<file path="config.mk">
export PLATFORM = sky130hd
export DESIGN_NAME = pe_sticky_timer_user_regs
export DESIGN_NICKNAME = d
export VERILOG_FILES = /design/src/rtl/pe_regs_pkg.sv /design/src/rtl/pe_data_file.sv /design/src/rtl/pe_sticky_timer_user_regs.sv
export SDC_FILE = /design/constraint.sdc
export NUM_CORES = 2
export LEC_CHECK = 0
export BUFFER_PORTS_ARGS = -buffer_cell sky130_fd_sc_hd__buf_2
export CAP_MARGIN = 30
export CORE_ASPECT_RATIO = 1.75
export CORE_UTILIZATION = 45
export CTS_BUF_LIST = sky130_fd_sc_hd__clkbuf_4 sky130_fd_sc_hd__clkbuf_8
export DETAILED_ROUTE_END_ITERATION = 12
export GPL_ROUTABILITY_DRIVEN = 0
export HOLD_SLACK_MARGIN = 0.15
export SLEW_MARGIN = 30
export SYNTH_ARGS = -nofsm -noshare
export SYNTH_HDL_FRONTEND = slang
export SYNTH_HIERARCHICAL = 1
export SYNTH_SLANG_ARGS = --single-unit
export TNS_END_PERCENT = 20
</file>
<file path="constraint.sdc">
create_clock -name core_clk -period 62.3 [get_ports core_clk]
set_clock_uncertainty 0.05 [all_clocks]
set_input_delay 6.23 -clock core_clk [delete_from_list [all_inputs] [get_ports core_clk]]
set_output_delay 6.23 -clock core_clk [all_outputs]
set_load 0.02 [all_outputs]
</file>
<file path="src/rtl/pe_regs_pkg.sv">
`default_nettype none
package pe_regs_pkg;

    // =========================================================
    // data file geometry
    localparam int DATA_W = 40;
    localparam int NUM_DATA_REGS = 16;
    localparam int IDX_W = 4;
    localparam int NARROW_SHIFT = 8;

    // =========================================================
    // sticky status bit positions
    localparam int STKY_MULT_INVALID = 9;
    localparam int STKY_MULT_UNDERFLOW = 8;
    localparam int STKY_MULT_OVERFLOW = 7;
    localparam int STKY_MULT_FIXED_OVF = 6;
    localparam int STKY_ALU_INVALID = 5;
    localparam int STKY_ALU_OVERFLOW_A = 2;
    localparam int STKY_ALU_OVERFLOW_B = 1;
    localparam int STKY_ALU_UNDERFLOW = 0;
    localparam logic [31:0] STKY_IMPL_MASK = 32'h0000_03e7;

    // =========================================================
    // values after reset
    localparam logic [31:0] STKY_RESET = 32'h0000_0000;
    localparam logic [31:0] TCOUNT_RESET = 32'h0000_0000;
    localparam logic [31:0] TPERIOD_RESET = 32'h0000_0000;
    localparam logic [31:0] USTAT_RESET = 32'h0000_0000;
    localparam logic [39:0] DATA_RESET = 40'h00_0000_0000;

    // =========================================================
    // register access port
    typedef enum logic [2:0] {
        tgt_sticky,
        tgt_data,
        tgt_tcount,
        tgt_tperiod,
        tgt_ustat1,
        tgt_ustat2
    } ureg_target_t;

    typedef enum logic [2:0] {
        op_read,
        op_write,
        op_set,
        op_clear,
        op_toggle,
        op_test
    } ureg_op_t;

    typedef struct packed {
        logic valid;
        ureg_op_t op;
        ureg_target_t target;
        logic [IDX_W-1:0] index;
        logic alias_float;
        logic wide;
        logic [DATA_W-1:0] wdata;
    } ureg_req_t;

    typedef struct packed {
        logic valid;
        logic test_true;
        logic [DATA_W-1:0] rdata;
    } ureg_rsp_t;

    // =========================================================
    // computation unit side
    typedef struct packed {
        logic done;
        logic invalid;
        logic overflow;
    } alu_event_t;

    typedef struct packed {
        logic done;
        logic invalid;
        logic underflow;
        logic overflow;
        logic fixed_point;
    } mult_event_t;

    typedef struct packed {
        logic valid;
        logic [IDX_W-1:0] index;
        logic alias_float;
    } operand_req_t;

    typedef struct packed {
        logic valid;
        logic is_float;
        logic [DATA_W-1:0] data;
    } operand_rsp_t;

    typedef struct packed {
        logic valid;
        logic [IDX_W-1:0] index;
        logic [DATA_W-1:0] data;
    } result_wr_t;

endpackage : pe_regs_pkg
`default_nettype wire

</file>
<file path="src/rtl/pe_data_file.sv">
`default_nettype none
module pe_data_file #(
    parameter int WIDTH = 40,
    parameter int DEPTH = 16,
    parameter int IDX_W = 4
) (
    input wire logic core_clk,
    input wire logic rst,
    input wire logic wa_en,
    input wire logic [IDX_W-1:0] wa_idx,
    input wire logic [WIDTH-1:0] wa_data,
    input wire logic wb_en,
    input wire logic [IDX_W-1:0] wb_idx,
    input wire logic [WIDTH-1:0] wb_data,
    input wire logic [IDX_W-1:0] ra_idx,
    output logic [WIDTH-1:0] ra_data,
    input wire logic [IDX_W-1:0] rb_idx,
    output logic [WIDTH-1:0] rb_data
);

    typedef struct packed {
        logic [DEPTH-1:0][WIDTH-1:0] cells;
        logic [WIDTH-1:0] out_a;
        logic [WIDTH-1:0] out_b;
    } mem_state_t;

    mem_state_t st;
    mem_state_t next_st;

    // =========================================================
    // port b wins on the same index
    always_comb begin
        next_st = st;
        next_st.out_a = st.cells[ra_idx];
        next_st.out_b = st.cells[rb_idx];
        if (wa_en) begin
            next_st.cells[wa_idx] = wa_data;
        end
        if (wb_en) begin
            next_st.cells[wb_idx] = wb_data;
        end
    end

    always_ff @(posedge core_clk or posedge rst) begin
        if (rst) begin
            st <= '0;
        end else begin
            st <= next_st;
        end
    end

    assign ra_data = st.out_a;
    assign rb_data = st.out_b;

endmodule : pe_data_file
`default_nettype wire

</file>
<file path="src/rtl/pe_sticky_timer_user_regs.sv">
// Contract
// - Sticky bit 9 is set and held when the multiplier reports invalid.
// - Sticky bit 8 is set and held when the multiplier reports underflow.
// - Sticky bit 7 is set and held when the multiplier reports overflow.
// - Sticky bit 6 is set and held on a fixed-point multiplier overflow.
// - Sticky bit 5 is set and held when the ALU reports invalid.
// - Sticky bits 2 and 1 are both set and held on an ALU overflow.
// - Sticky bit 0 latches the primary element's ALU zero/underflow flag.
// - There are sixteen 40-bit data registers, all bits read and write.
// - The data registers carry operands to and results from the units.
// - Both aliases of an index reach one register; width is not aliased.
// - The alias used tells the unit fixed or float treatment.
// - A 32-bit timer count reads, writes and decrements every cycle that timer_run is high and no program write takes it, reloading from the period at zero.
// - A 32-bit timer period reads and writes and sets the interval.
// - Two 32-bit user registers support write, set, clear and test.
// - A sticky bit stays set after its cause ends until a program clears it.
// - The plain ALU invalid flag clears on the next valid ALU operation.
`default_nettype none
module pe_sticky_timer_user_regs (
    input wire logic core_clk,
    input wire logic rst,
    input wire pe_regs_pkg::ureg_req_t ureg_req,
    output pe_regs_pkg::ureg_rsp_t ureg_rsp,
    input wire pe_regs_pkg::alu_event_t alu_event,
    input wire pe_regs_pkg::mult_event_t mult_event,
    input wire logic primary_alu_zero_underflow,
    input wire pe_regs_pkg::operand_req_t operand_req,
    output pe_regs_pkg::operand_rsp_t operand_rsp,
    input wire pe_regs_pkg::result_wr_t result_wr,
    input wire logic timer_run,
    output logic timer_irq,
    output logic alu_invalid_flag,
    output logic [31:0] sticky_status_secondary
);
    import pe_regs_pkg::*;

    typedef struct packed {
        logic valid;
        ureg_target_t target;
        logic wide;
        logic test;
        logic [31:0] mask;
        logic [31:0] value;
    } pipe_t;

    typedef struct packed {
        logic [31:0] sticky;
        logic [31:0] tcount;
        logic [31:0] tperiod;
        logic [31:0] ustat1;
        logic [31:0] ustat2;
        logic alu_invalid;
        logic timer_irq;
        pipe_t p1;
        ureg_rsp_t rsp;
        logic opnd_p1_valid;
        logic opnd_p1_float;
        operand_rsp_t opnd_rsp;
    } state_t;

    state_t st;
    state_t next_st;

    logic [DATA_W-1:0] mem_ureg_data;
    logic [DATA_W-1:0] mem_opnd_data;
    logic data_wr_en;
    logic [DATA_W-1:0] data_wr_val;
    logic modify;
    logic [31:0] cur32;
    logic [31:0] mod32;
    logic [31:0] set_bits;

    // =========================================================
    // data register file
    assign data_wr_en = ureg_req.valid && ureg_req.target == tgt_data &&
                        ureg_req.op == op_write;
    // narrow transfers occupy the upper 32 bits
    assign data_wr_val = ureg_req.wide ? ureg_req.wdata :
        {ureg_req.wdata[31:0], {NARROW_SHIFT{1'b0}}};

    pe_data_file #(
        .WIDTH(DATA_W),
        .DEPTH(NUM_DATA_REGS),
        .IDX_W(IDX_W)
    ) u_data_file (
        .core_clk(core_clk),
        .rst(rst),
        .wa_en(data_wr_en),
        .wa_idx(ureg_req.index),
        .wa_data(data_wr_val),
        .wb_en(result_wr.valid),
        .wb_idx(result_wr.index),
        .wb_data(result_wr.data),
        .ra_idx(ureg_req.index),
        .ra_data(mem_ureg_data),
        .rb_idx(operand_req.index),
        .rb_data(mem_opnd_data)
    );

    // =========================================================
    // next state
    always_comb begin
        next_st = st;
        case (ureg_req.target)
            tgt_sticky: cur32 = st.sticky;
            tgt_tcount: cur32 = st.tcount;
            tgt_tperiod: cur32 = st.tperiod;
            tgt_ustat1: cur32 = st.ustat1;
            tgt_ustat2: cur32 = st.ustat2;
            default: cur32 = 32'h0000_0000;
        endcase
        // bit-wise operations
        case (ureg_req.op)
            op_write: mod32 = ureg_req.wdata[31:0];
            op_set: mod32 = cur32 | ureg_req.wdata[31:0];
            op_clear: mod32 = cur32 & ~ureg_req.wdata[31:0];
            op_toggle: mod32 = cur32 ^ ureg_req.wdata[31:0];
            default: mod32 = cur32;
        endcase
        modify = ureg_req.valid && ureg_req.op != op_read &&
                 ureg_req.op != op_test && ureg_req.target != tgt_data;

        // sticky sources
        set_bits = 32'h0000_0000;
        if (mult_event.done) begin
            set_bits[STKY_MULT_INVALID] = mult_event.invalid;
            set_bits[STKY_MULT_UNDERFLOW] = mult_event.underflow;
            set_bits[STKY_MULT_OVERFLOW] = mult_event.overflow;
            set_bits[STKY_MULT_FIXED_OVF] = mult_event.overflow &&
                                            mult_event.fixed_point;
        end
        if (alu_event.done) begin
            set_bits[STKY_ALU_INVALID] = alu_event.invalid;
            set_bits[STKY_ALU_OVERFLOW_A] = alu_event.overflow;
            set_bits[STKY_ALU_OVERFLOW_B] = alu_event.overflow;
        end
        set_bits[STKY_ALU_UNDERFLOW] = primary_alu_zero_underflow;

        // set beats a program clear in the same cycle
        if (modify && ureg_req.target == tgt_sticky) begin
            next_st.sticky = (mod32 | set_bits) & STKY_IMPL_MASK;
        end else begin
            next_st.sticky = (st.sticky | set_bits) & STKY_IMPL_MASK;
        end

        if (modify && ureg_req.target == tgt_tperiod) begin
            next_st.tperiod = mod32;
        end
        if (modify && ureg_req.target == tgt_ustat1) begin
            next_st.ustat1 = mod32;
        end
        if (modify && ureg_req.target == tgt_ustat2) begin
            next_st.ustat2 = mod32;
        end

        // timer: a program write overrides the count
        next_st.timer_irq = 1'b0;
        if (modify && ureg_req.target == tgt_tcount) begin
            next_st.tcount = mod32;
        end else if (timer_run) begin
            if (st.tcount == 32'h0000_0000) begin
                next_st.timer_irq = 1'b1;
                next_st.tcount = st.tperiod;
            end else begin
                next_st.tcount = st.tcount - 32'h0000_0001;
            end
        end

        // non-sticky flag follows the latest ALU operation
        if (alu_event.done) begin
            next_st.alu_invalid = alu_event.invalid;
        end

        // register access answer, two cycles after the request
        next_st.p1.valid = ureg_req.valid;
        next_st.p1.target = ureg_req.target;
        next_st.p1.wide = ureg_req.wide;
        next_st.p1.test = ureg_req.op == op_test;
        next_st.p1.mask = ureg_req.wdata[31:0];
        next_st.p1.value = cur32;
        next_st.rsp.valid = st.p1.valid;
        next_st.rsp.test_true = st.p1.test &&
            st.p1.target != tgt_data &&
            ((st.p1.value & st.p1.mask) == st.p1.mask);
        if (st.p1.target == tgt_data) begin
            next_st.rsp.rdata = st.p1.wide ? mem_ureg_data :
                {{NARROW_SHIFT{1'b0}},
                 mem_ureg_data[DATA_W-1:NARROW_SHIFT]};
        end else begin
            next_st.rsp.rdata = {{NARROW_SHIFT{1'b0}}, st.p1.value};
        end

        // operand fetch for the units
        next_st.opnd_p1_valid = operand_req.valid;
        next_st.opnd_p1_float = operand_req.alias_float;
        next_st.opnd_rsp.valid = st.opnd_p1_valid;
        next_st.opnd_rsp.is_float = st.opnd_p1_float;
        next_st.opnd_rsp.data = mem_opnd_data;
    end

    always_ff @(posedge core_clk or posedge rst) begin
        if (rst) begin
            st <= '0;
            st.sticky <= STKY_RESET;
            st.tcount <= TCOUNT_RESET;
            st.tperiod <= TPERIOD_RESET;
            st.ustat1 <= USTAT_RESET;
            st.ustat2 <= USTAT_RESET;
        end else begin
            st <= next_st;
        end
    end

    assign ureg_rsp = st.rsp;
    assign operand_rsp = st.opnd_rsp;
    assign timer_irq = st.timer_irq;
    assign alu_invalid_flag = st.alu_invalid;
    assign sticky_status_secondary = st.sticky;

    logic sticky_touched;
    logic tcount_touched;
    assign sticky_touched = modify && ureg_req.target == tgt_sticky;
    assign tcount_touched = modify && ureg_req.target == tgt_tcount;
endmodule : pe_sticky_timer_user_regs
`default_nettype wire

</file>
==> flow_summary.toml <==
[cells_and_area]
final_nets = 6016
fin_util = 0.480
drive_gt1_frac = 0.174
fillers = 12157
syn_to_final_growth_pct = 5.73

[clock_network]
htreeDepth = 4
cts.hold.buffers_added = 0
cts_resized = 0
cts.sinks = 1014
cts.path.max_buffers = 3
post_cts_buffers = 0
root_buffer = "clkbuf_8"
cts_tree = "built"
cts_made_buffers = 157
insertion_delay_ps = 910
clk_pin_slew_ps = 70

[critical_path]
crit_chain = "buf_2 > buf_4 > inv_1 > nor2_1 > nand2_1 > nor3_1 > buf_4 > and3b_4 > buf_4 > buf_4 > nand3_1 > a31oi_1"
start_kind = "primary input"
cp_num_buf_inv = 6
cpMostUsedCell = "buf_4"
critPathTopFamily = "buffers and inverters"
cp-end-kind = "register"
critical_path_class = "in -> reg"
cpPeakStageDelay_ps = 820
crit_required_ps = 63040
worstPathMaxFanout = 60
crit_arrival_ps = 11100
slowest_stage = "buf_4"

[timing]
max_freq_ghz = 0.0965
maxSlewHeadroom = 0.268
slew_viol_final = 0
fin_crit_sh = 0.166
rsz0062_at_grt = "no"
hold_violations = 0
setup_ws_ps = 51940
period_minus_slack_ps = 10360
fin_tns_setup_ps = 0
setup_viol = 0
worst_slew_pin_slew_ps = 1100

[die]
die_area_um2 = 134000
die_w_um = 278
core_um2 = 132000
ioPinCount = 234
initial_core_util = 0.454
rows = 176
die_h_um = 484

[logic_synthesis]
synth_ff_type = "dfrtp_1"
synth_edf_count = 0
ys_seq_area_frac = 0.424
postSynthAreaPerCell_um2 = 9.41
async_flop_share = 1.00
yosysTopAreaCell = "dfrtp_1"
ys_ff_latch = 1014
yosys-top-cells-count = "dfrtp_1, o21ai_0, nand3_1"
post-synth-top-count-cell = "dfrtp_1"
netlist_top_cells_area = "dfrtp_1, mux4_2, a31oi_1"
synth_top_cell_area_share = 0.424
netlist_area_um2 = 59800
yosys_warnings = 6
synth.distinct_cells = 69
synthCells = 6362

[route]
final_antenna_net_count = 0
drtIter0Drc = 8268
dr.pass1.iters = 8
wl_um = 258000
remaining_drc_errors = 0
vias_per_cell = 7.37
wire_per_inst_um = 33.7
vias = 56423

[global_route]
grt_pass1_wl_um = 375000
grt-ovfl-total = 0
grt_use_total = 0.375
grt_max_degree = 164
grt_pass1_vias = 55295
antenna_found_initial = 27

[placement]
port_buffers = 208
dp_hpwl_um = 146000
post-place-ws_ps = 51350

[worst_hold_path]
hold_class = "reg -> reg"

[run]
maxCapViolations = 0

[run_status]
status = "completed"

[pwr]
power.density_nw_per_um2 = 32.4
vdd_ir_drop_max_v = 0.0000220
p_leak_nw = 23.5
layer usage:
layer / up-vias / global-route usage / share of wire / wire length, µm
li1: 22498 / - / - / -
met1: 27881 / 0.436 / 0.33 / 85300
met2: 4735 / 0.577 / 0.46 / 117000
met3: 1295 / 0.0998 / 0.12 / 30600
met4: 14 / 0.316 / 0.095 / 24500
met5: - / 0 / 0.00040 / 103
logic make-up after synthesis:
logic type,synth area share
DFF,0.424
other,0.0000627
adders and majority gates,0.0138
AOI/OAI and AO/OA,0.184
xor gates and xnor gates,0.00395
buffers and inverters,0.0905
muxes,0.137
and+or+nand+nor,0.146
registers in the layout, summed over array words and instances, names as in the netlist:
signal	cells
u_data_file/st	640
st	197
operand_rsp	42
ureg_rsp	42
u_data_file/ra_data	40
u_data_file/rb_data	40
sticky_status_secondary	8
next_st	3
alu_invalid_flag	1
timer_irq	1
where the power goes:
group | switching, mW | internal (mW)
Sequential | 0.118 | 0.806
Combinational | 0.289 | 0.219
Clock | 0.289 | 0.325
through the flow:
stage          instances  power (mW)  instance area, µm²  hold WS, ps
5_1_grt             7653        2.12               63300          302
3_5_place_dp        7359        1.42               59700          285
6_report            7656        2.05               63300          296
3_3_place_gp        7349        1.40               59400          284
4_1_cts             7631        2.03               63000          288
2_1_floorplan       6385        1.27               59900          281
placed cells by master, fill, tap and decap left out, drive strengths merged, types with 5 or more instances in the layout:
cell type | Yosys | final
clkinvlp | 0 | 6
buf | 457 | 350
o21ai | 843 | 843
o211ai | 5 | 5
clkbuf | 609 | 251
a31oi | 640 | 640
mux4 | 320 | 320
a222oi | 18 | 18
ha | 66 | 66
and2 | 15 | 15
inv | 108 | 115
conb | 1 | 24
a221oi | 9 | 9
a21oi | 76 | 76
diode | 0 | 18
and3 | 12 | 12
nor2b | 18 | 18
o221ai | 20 | 20
o22a | 5 | 5
or2 | 19 | 19
xnor2 | 13 | 13
nand3 | 663 | 663
a221o | 5 | 5
a22oi | 178 | 178
nor3b | 5 | 5
nand2b | 12 | 12
nand2 | 280 | 280
clkinv | 0 | 10
nor4 | 12 | 12
nor3 | 659 | 659
xor2 | 14 | 14
dfrtp | 1014 | 1014
nor2 | 70 | 70
mux2i | 97 | 97
or3 | 7 | 7
o22ai | 37 | 37
worst paths after layout:
kind,startpoint,end,slack [ps],depth (start not counted)
max in group asynchronous,rst,u_data_file/st[463],54600,4
worst min-delay path,u_data_file/rb_data[18],operand_rsp[18],300,0
worst min register to register,u_data_file/rb_data[18],operand_rsp[18],300,0
worst max register to register,st[265],st[265],58760,10
worst max-delay path,ureg_req[49],u_data_file/st[646],51940,12
min in group asynchronous,rst,operand_rsp[38],5440,2
cell type report:
| class | count | area [µm²] | area share |
|---|---|---|---|
| Antenna cell | 18 | 45.0 | 0.000712 |
| Clock buffer | 248 | 3160 | 0.0499 |
| Clock inverter | 24 | 191 | 0.00303 |
| Inverter | 108 | 420 | 0.00664 |
| Multi-Input combinational cell | 4197 | 29500 | 0.466 |
| Sequential cell | 1014 | 25400 | 0.401 |
| Tap cell | 1691 | 2120 | 0.0334 |
| Timing Repair Buffer | 356 | 2460 | 0.0389 |
Power figures use the tool's default switching activity.
